==> src/risc_pkg.sv <==
// risc_pkg: constants for the reference input select control block
`default_nettype none
package risc_pkg;
  // ==========================================================================
  // register byte offsets
  localparam logic [11:0] RISC_CTRL_OFFSET   = 12'h000;
  localparam logic [11:0] RISC_STATUS_OFFSET = 12'h004;
  localparam logic [11:0] RISC_PLLST_OFFSET  = 12'h008;
  // ==========================================================================
  // control register field positions
  localparam int RISC_AUTO_BIT      = 5;
  localparam int RISC_HOLD_BIT      = 4;
  localparam int RISC_SEC_PWR_BIT   = 3;
  localparam int RISC_PRI_PWR_BIT   = 2;
  localparam int RISC_DIFF_BIT      = 1;
  localparam int RISC_RDBK_DIS_BIT  = 0;
  localparam int RISC_CTRL_WIDTH    = 6;
  localparam logic [5:0] RISC_CTRL_RESET = 6'h00;
  // ==========================================================================
  // status register field positions
  localparam int RISC_ST_SEL_BIT      = 0;
  localparam int RISC_ST_PRI_PWR_BIT  = 1;
  localparam int RISC_ST_SEC_PWR_BIT  = 2;
  localparam int RISC_ST_PRI_GOOD_BIT = 3;
  localparam int RISC_ST_SEC_GOOD_BIT = 4;
  localparam int RISC_ST_DIFF_BIT     = 5;
  // ==========================================================================
  // selected reference
  typedef enum logic [0:0] {
    RISC_SEL_PRIMARY   = 1'b0,
    RISC_SEL_SECONDARY = 1'b1
  } risc_sel_t;
  localparam logic [7:0]  RISC_PLLST_RESET = 8'h00;
  localparam logic [31:0] RISC_ZERO_WORD   = 32'h0000_0000;
endpackage : risc_pkg
`default_nettype wire

==> src/risc_ref_select.sv <==
// risc_ref_select: reference input selection, power and readback gating
`timescale 1ns/1ps
`default_nettype none
module risc_ref_select (
  input  wire logic        pclk,
  input  wire logic        presetn,
  input  wire logic        psel,
  input  wire logic        penable,
  input  wire logic        pwrite,
  input  wire logic [11:0] paddr,
  input  wire logic [31:0] pwdata,
  input  wire logic        primary_status_good,
  input  wire logic        secondary_status_good,
  input  wire logic        manual_select_secondary,
  input  wire logic [7:0]  pll_status,
  output logic      [31:0] prdata,
  output logic             pready,
  output logic             pslverr,
  output logic             primary_input_power,
  output logic             secondary_input_power,
  output logic             differential_mode,
  output logic             select_secondary
);
  // ==========================================================================
  // state
  logic [5:0]            ctrl_reg, ctrl_next;
  risc_pkg::risc_sel_t   sel_reg, sel_next;
  logic                  pri_pwr_reg, pri_pwr_next;
  logic                  sec_pwr_reg, sec_pwr_next;
  logic                  diff_reg, diff_next;
  logic [31:0]           prdata_reg, prdata_next;
  logic                  pready_reg, pready_next;
  logic                  pslverr_reg, pslverr_next;

  // ==========================================================================
  // control fields and bus decode
  logic                  auto_en;
  logic                  hold_sec;
  logic                  rdbk_dis;
  logic                  access;
  logic                  hit_ctrl;
  logic                  hit_status;
  logic                  hit_pllst;
  logic                  hit_none;
  logic [31:0]           ctrl_word;
  logic [31:0]           status_word;
  logic [31:0]           pllst_word;
  logic [31:0]           rd_word;

  assign auto_en  = ctrl_reg[risc_pkg::RISC_AUTO_BIT];
  assign hold_sec = ctrl_reg[risc_pkg::RISC_HOLD_BIT];
  assign rdbk_dis = ctrl_reg[risc_pkg::RISC_RDBK_DIS_BIT];
  // one wait state: pready rises in the cycle after the first access edge
  assign access   = psel && penable && !pready_reg;

  // ==========================================================================
  // address decode
  always_comb begin
    hit_ctrl   = 1'b0;
    hit_status = 1'b0;
    hit_pllst  = 1'b0;
    hit_none   = 1'b0;
    if (paddr == risc_pkg::RISC_CTRL_OFFSET) begin
      hit_ctrl = 1'b1;
    end else if (paddr == risc_pkg::RISC_STATUS_OFFSET) begin
      hit_status = 1'b1;
    end else if (paddr == risc_pkg::RISC_PLLST_OFFSET) begin
      hit_pllst = 1'b1;
    end else begin
      // unmapped address answers with an error
      hit_none = 1'b1;
    end
  end

  // ==========================================================================
  // readback words
  always_comb begin
    ctrl_word   = risc_pkg::RISC_ZERO_WORD;
    status_word = risc_pkg::RISC_ZERO_WORD;
    pllst_word  = risc_pkg::RISC_ZERO_WORD;
    // upper control bits are not stored and read as zero
    ctrl_word[risc_pkg::RISC_CTRL_WIDTH-1:0]   = ctrl_reg;
    status_word[risc_pkg::RISC_ST_SEL_BIT]      = sel_reg;
    status_word[risc_pkg::RISC_ST_PRI_PWR_BIT]  = pri_pwr_reg;
    status_word[risc_pkg::RISC_ST_SEC_PWR_BIT]  = sec_pwr_reg;
    status_word[risc_pkg::RISC_ST_PRI_GOOD_BIT] = primary_status_good;
    status_word[risc_pkg::RISC_ST_SEC_GOOD_BIT] = secondary_status_good;
    status_word[risc_pkg::RISC_ST_DIFF_BIT]     = diff_reg;
    if (!rdbk_dis) begin
      pllst_word[7:0] = pll_status;
    end
  end

  // ==========================================================================
  // read data select
  always_comb begin
    rd_word = risc_pkg::RISC_ZERO_WORD;
    if (hit_ctrl) begin
      rd_word = ctrl_word;
    end else if (hit_status) begin
      rd_word = status_word;
    end else if (hit_pllst) begin
      rd_word = pllst_word;
    end
  end

  // ==========================================================================
  // apb slave
  always_comb begin
    prdata_next  = prdata_reg;
    pready_next  = 1'b0;
    pslverr_next = 1'b0;
    if (access) begin
      pready_next  = 1'b1;
      pslverr_next = hit_none;
      // writes answer with zero data so no stale word looks valid
      prdata_next  = pwrite ? risc_pkg::RISC_ZERO_WORD : rd_word;
    end
  end

  // ==========================================================================
  // control register
  always_comb begin
    ctrl_next = ctrl_reg;
    // status and pll words are read only; writes to them are dropped
    if (access && pwrite && hit_ctrl) begin
      ctrl_next = pwdata[risc_pkg::RISC_CTRL_WIDTH-1:0];
    end
  end

  // ==========================================================================
  // reference selection and power
  always_comb begin
    sel_next     = sel_reg;
    pri_pwr_next = ctrl_reg[risc_pkg::RISC_PRI_PWR_BIT];
    sec_pwr_next = ctrl_reg[risc_pkg::RISC_SEC_PWR_BIT];
    diff_next    = ctrl_reg[risc_pkg::RISC_DIFF_BIT];
    if (auto_en) begin
      // hardware owns power; both inputs stay up to watch them
      pri_pwr_next = 1'b1;
      sec_pwr_next = 1'b1;
      case (sel_reg)
        risc_pkg::RISC_SEL_PRIMARY: begin
          if (!primary_status_good && secondary_status_good) begin
            sel_next = risc_pkg::RISC_SEL_SECONDARY;
          end
        end
        risc_pkg::RISC_SEL_SECONDARY: begin
          if (!hold_sec && primary_status_good) begin
            sel_next = risc_pkg::RISC_SEL_PRIMARY;
          end
        end
        default: sel_next = risc_pkg::RISC_SEL_PRIMARY;
      endcase
    end else begin
      // manual switchover follows the select input
      sel_next = manual_select_secondary ? risc_pkg::RISC_SEL_SECONDARY
                                         : risc_pkg::RISC_SEL_PRIMARY;
    end
    // differential mode has no separate inputs to switch between, so the primary is forced
    // single input in differential mode
    if (diff_next) begin
      sel_next = risc_pkg::RISC_SEL_PRIMARY;
    end
  end

  // ==========================================================================
  // bus registers
  always_ff @(posedge pclk or negedge presetn) begin
    if (!presetn) begin
      prdata_reg  <= risc_pkg::RISC_ZERO_WORD;
      pready_reg  <= 1'b0;
      pslverr_reg <= 1'b0;
    end else begin
      prdata_reg  <= prdata_next;
      pready_reg  <= pready_next;
      pslverr_reg <= pslverr_next;
    end
  end

  // ==========================================================================
  // control register storage
  always_ff @(posedge pclk or negedge presetn) begin
    if (!presetn) begin
      ctrl_reg <= risc_pkg::RISC_CTRL_RESET;
    end else begin
      ctrl_reg <= ctrl_next;
    end
  end

  // ==========================================================================
  // reference registers
  // power and mode leave reset at the control defaults, so no input powers early
  always_ff @(posedge pclk or negedge presetn) begin
    if (!presetn) begin
      sel_reg     <= risc_pkg::RISC_SEL_PRIMARY;
      pri_pwr_reg <= risc_pkg::RISC_CTRL_RESET[risc_pkg::RISC_PRI_PWR_BIT];
      sec_pwr_reg <= risc_pkg::RISC_CTRL_RESET[risc_pkg::RISC_SEC_PWR_BIT];
      diff_reg    <= risc_pkg::RISC_CTRL_RESET[risc_pkg::RISC_DIFF_BIT];
    end else begin
      sel_reg     <= sel_next;
      pri_pwr_reg <= pri_pwr_next;
      sec_pwr_reg <= sec_pwr_next;
      diff_reg    <= diff_next;
    end
  end

  assign prdata                = prdata_reg;
  assign pready                = pready_reg;
  assign pslverr               = pslverr_reg;
  assign primary_input_power   = pri_pwr_reg;
  assign secondary_input_power = sec_pwr_reg;
  assign differential_mode     = diff_reg;
  assign select_secondary      = sel_reg;
endmodule : risc_ref_select
`default_nettype wire

==> config.mk <==
export PLATFORM = sky130hd
export DESIGN_NAME = risc_ref_select
export DESIGN_NICKNAME = d
export VERILOG_FILES = /design/src/risc_pkg.sv /design/src/risc_ref_select.sv
export SDC_FILE = /design/constraint.sdc
export NUM_CORES = 1
export LEC_CHECK = 0
export BUFFER_PORTS_ARGS = -buffer_cell sky130_fd_sc_hd__buf_2
export CORE_MARGIN = 3
export CORE_UTILIZATION = 38
export CTS_BUF_LIST = sky130_fd_sc_hd__clkbuf_16
export DETAILED_ROUTE_END_ITERATION = 16
export PLACE_DENSITY = 0.75
export SETUP_SLACK_MARGIN = 0.15
export SYNTH_ARGS = -nofsm -noshare
export SYNTH_HDL_FRONTEND = slang
export SYNTH_SLANG_ARGS = --single-unit
==> constraint.sdc <==
create_clock -name pclk -period 2 [get_ports pclk]
set_input_delay 0.4 -clock pclk [delete_from_list [all_inputs] [get_ports pclk]]
set_output_delay 0.4 -clock pclk [all_outputs]
set_load 0.05 [all_outputs]
# [Word-level counts from Yosys, hierarchy flattened]
# Index checks and enable logic that the tools add are counted.
[classes] n_bitwise=1 reduce_logical=10 n_eq_ne=2 muxes=24
[ops] op="2-to-1 mux 32 bit" n=1
[ops] op="2-to-1 mux 8 bit" n=4
[ops] op="2-to-1 mux 1 bit" n=18
[ops] op="equality test 12 x 3 -> 1 bit (second input constant)" n=1
[ops] op="equality test 12 x 4 -> 1 bit (second input constant)" n=1
[ops] op="logical NOT 12 bit" n=1
[ops] op="logical AND 1 bit" n=6
[ops] op="logical NOT 1 bit" n=3
[ops] op="case mux 1 bit (2 select lines)" n=1
[ops] op="NOT 1 bit" n=1
[word_totals] output_inout_bits=38 register_bits=44 inputBits=60 wordCells=45

# [Logic depth before layout (Yosys ltp)]
[depth] word_depth=8 mapped_depth=6 ltp_nobuf=5

# [Worst setup path after synthesis]
# No wires, ideal clock.
[synth_timing] kind="flip-flop to flip-flop" startpoint="reg pready_reg, in the netlist pready" endpoint="reg ctrl_reg[0]" arrival_ps=1692 slack_ps=183 setup_ps=125 n_path_buf=1 t_required_ps=1875 stages_incl_launch_ff=5 cell_sequence="dfrtp_1 -> nand3b_2 -> buf_12 -> nor3_4 -> mux2_4"
[synth_between] elab_chain_len=4
[synth_rtl] item="start, declared" line="risc_ref_select.sv:32" source="logic pready_reg, pready_next;"
[synth_rtl] item="start signal, assigned" line="risc_ref_select.sv:176" source="pready_reg <= pready_next;"
[synth_rtl] item="logical NOT 1 bit" line="risc_ref_select.sv:54" source="assign access = psel && penable && !pready_reg;"
[synth_rtl] item="logical AND 1 bit" line="risc_ref_select.sv:54"
[synth_rtl] item="logical AND 1 bit (2 in series)" line="risc_ref_select.sv:126" source="if (access && pwrite && hit_ctrl) begin"
[synth_rtl] item="end signal, assigned" line="risc_ref_select.sv:185" source="ctrl_reg <= risc_pkg::RISC_CTRL_RESET;"
[synth_rtl] item="end signal, assigned" line="risc_ref_select.sv:187" source="ctrl_reg <= ctrl_next;"
[synth_rtl] item="end, declared" line="risc_ref_select.sv:26" source="logic [5:0] ctrl_reg, ctrl_next;"
# No other way between the ends.
# A chain may end at the register's enable or synchronous reset.

# [Final worst setup path]
[layout_timing] startpoint="reg pready_reg, in the netlist pready" endpoint="reg ctrl_reg[2]"
# The elaborated chain is that of the path after synthesis.

==> flow_summary_export.csv <==
group,metric,value,unit
outcome,status,"finished clean",
pwr,power,1.00,mW
synth,synth_cell_types,26,
timing,fin_tns_setup,0,ns
pwr,power_density,713,mW/mm2
placement,dp_hpwl,1980,um
final_layout,diodes,0,
synth,synth_xor_xnor_area_share,0,%
pwr,leakagePower,0.773,nW
synth,synthAdderAreaFrac,0,%
min_path,hold_class,"in2async",
die,fp.dieW,61.6,um
synth,ys_seq_elements,20,
critical_path,cp-start-kind,"register",
synth,avgSynthCellArea,10.4,um2
global_route,grt_pass1_vias,871,
synth,synthMuxAreaShare,12.8,%
synth,synth_edf_count,0,
die,dieArea,0.00380,mm2
synth,netlist_top_cells_area,"dfrtp_1 (43%), buf_4 (15%), mux2_4 (7.7%)",
pwr,ir_drop,0.000439,V
placement,portBuffers,47,
detailed_routing,met1_length,917,um
timing,hold_violations,0,
final_layout,syn_to_final_growth,19.3,%
timing,fmax,633,MHz
global_route,grt_max_degree,21,
final_layout,largest_register_ffs,8,
clock_network,cts.sinks,20,
critical_path,cp.required,2.13,ns
critical_path,crit_type,"reg2reg",
detailed_routing,antenna_left,0,
clock_network,postCtsSetupBuffers,0,
placement,gp_congestion,0.765,
synth,yosys.area_share.simple,17.1,%
timing,fin_crit,1.58,ns
synth,yosysMostFrequentCell,"buf_4",
critical_path,critical_path_arrival,1.71,ns
die,io-pin-count,98,
synth,yosysWarnings,0,
clock_network,clock_latency,0.25,ns
synth,syn_inst,113,
synth,synth_top_family_by_area,"buffers and inverters",
clock_network,cts_tree,"yes",
final_layout,nFillCells,265,
global_route,grt_pass1_wl,3770,um
job,drv_cap,0,
die,rows,19,
detailed_routing,wl_met2,1170,um
clock_network,numCtsBuffers,3,
synth,synth_top_cell_area_share,42.6,%
synth,synth_compound_area_share,8.19,%
final_layout,nNetsFinal,220,
critical_path,cp_max_fo,11,
die,die_y,61.6,um
detailed_routing,wire_per_inst,12.6,um
timing,setup_viol,0,
synth,synth_top_area_cell,"dfrtp_1",
detailed_routing,routed_wl,2380,um
critical_path,cp-end-kind,"register",
clock_network,clock_path_buffers,2,
synth,synth_seq_area_share,42.6,%
synth,yosys-top-cells-count,"buf_4 (24), dfrtp_1 (20), nor2_1 (10)",
clock_network,cts_hold_buf,0,
final_layout,drive_above_1_share,41.1,%
clock_network,clk_pin_slew,0.05,ns
detailed_routing,routed.top_layer,"met4",
die,core-area,0.00285,mm2
timing,rsz0062_at_grt,"no",
die,start_util,41.2,%
clock_network,post_cts_resized,0,
detailed_routing,viasPerCell,4.59,
synth,async_reset_ff_share,100,%
detailed_routing,vias,867,
clock_network,h-tree-depth,1,
clock_network,clockRootBuffer,"clkbuf_16",
detailed_routing,wl_met3,245,um
timing,drv_slew,0,
timing,fin_skew,0.00104,ns
global_route,grt_antenna_before_repair,0,
synth,syn_area,0.00118,mm2
global_route,overflow,0,
critical_path,rr_worst_depth,4,
timing,post-route-period-util,79.0,%
detailed_routing,dr.pass1.iters,4,
synth,synthFlopType,"dfrtp_1",
global_route,grt_usage,13.6,%
detailed_routing,drt-initial-drc-count,11,
detailed_routing,post-route-drc-count,0,
-- final cells by class --
| cell class | count | area [um2] | share of cell area (%) |
|---|---|---|---|
| Tap cell | 31 | 38.8 | 2.77 |
| Sequential cell | 20 | 500 | 35.7 |
| Multi-Input combinational cell | 85 | 538 | 38.4 |
| Timing Repair Buffer | 48 | 243 | 17.3 |
| Clock buffer | 3 | 75.1 | 5.35 |
| Inverter | 2 | 7.51 | 0.535 |
-- kinds of logic (layout without fill, tap and decap cells) --
group,Yosys count,in the layout
simple gates,32,32
buf+inv,31,53
flops,20,20
compound gates,17,17
mux,12,12
other cells,1,24
-- critical path, cell delays in order (launching register included) --
cell	delay, ns
dfrtp_1	0.36
nand3b_2	0.36
nor3_4	0.24
buf_4	0.20
mux2_4	0.31
-- layer usage --
metal	vias to the layer above	track usage, %
met5	-	0
met4	0	6.06
met3	7	5.24
met2	47	22.0
met1	391	16.0
li1	422	-
-- through the flow --
| stage | worst slack [ns] | cells | hold WS (ns) | utilization, % | instance area, um2 |
|---|---|---|---|---|---|
| after global routing | 0.336 | 189 | 0.121 | 49.2 | 1400 |
| after detailed placement | 0.187 | 186 | 0.361 | 46.5 | 1330 |
| after global placement | 0.253 | 186 | 0.363 | 46.5 | 1330 |
| after CTS | 0.392 | 189 | 0.0966 | 49.2 | 1400 |
| after floorplan | 0.183 | 136 | 0.104 | - | 1260 |
| final | 0.420 | 189 | 0.0843 | 49.2 | 1400 |
-- report_power, final --
group / switching, mW / total, mW / leakage (nW) / internal (mW)
Sequential: 0.00186 / 0.411 / 0.275 / 0.409
Combinational: 0.157 / 0.195 / 0.460 / 0.0382
Clock: 0.132 / 0.395 / 0.0370 / 0.263
-- placed cells by master (no fill, tap or decap) --
master / instances
dfrtp_1: 20
conb_1: 24
nor2b_1: 1
nand3b_2: 1
nor2_1: 10
mux2i_1: 6
buf_2: 47
a31oi_1: 6
nand3_1: 2
or2_2: 2
nand3_2: 1
o21ai_1: 8
nor4_4: 2
clkbuf_16: 3
a21oi_1: 2
nand4_1: 1
or2_1: 1
mux2_4: 6
nand2_1: 8
nor3_4: 1
o221ai_1: 1
nand2b_1: 1
buf_4: 1
nand2_2: 1
inv_1: 2
-- path summary, 6_finish.rpt --
check                                   startpoint                     endpoint  slack (ns)
max                               pready$_DFF_PN0_      ctrl_reg[2]$_DFFE_PN0P_        0.42
min reg2reg                ctrl_reg[1]$_DFFE_PN0P_  differential_mode$_DFF_PN0_        0.43
min                                        presetn      ctrl_reg[5]$_DFFE_PN0P_        0.08
max in group asynchronous                  presetn        prdata[5]$_DFFE_PN0P_        1.62
min in group pclk                        pwdata[4]      ctrl_reg[4]$_DFFE_PN0P_        0.38
max reg2reg                       pready$_DFF_PN0_      ctrl_reg[2]$_DFFE_PN0P_        0.42
Power figures use the tool's default switching activity.
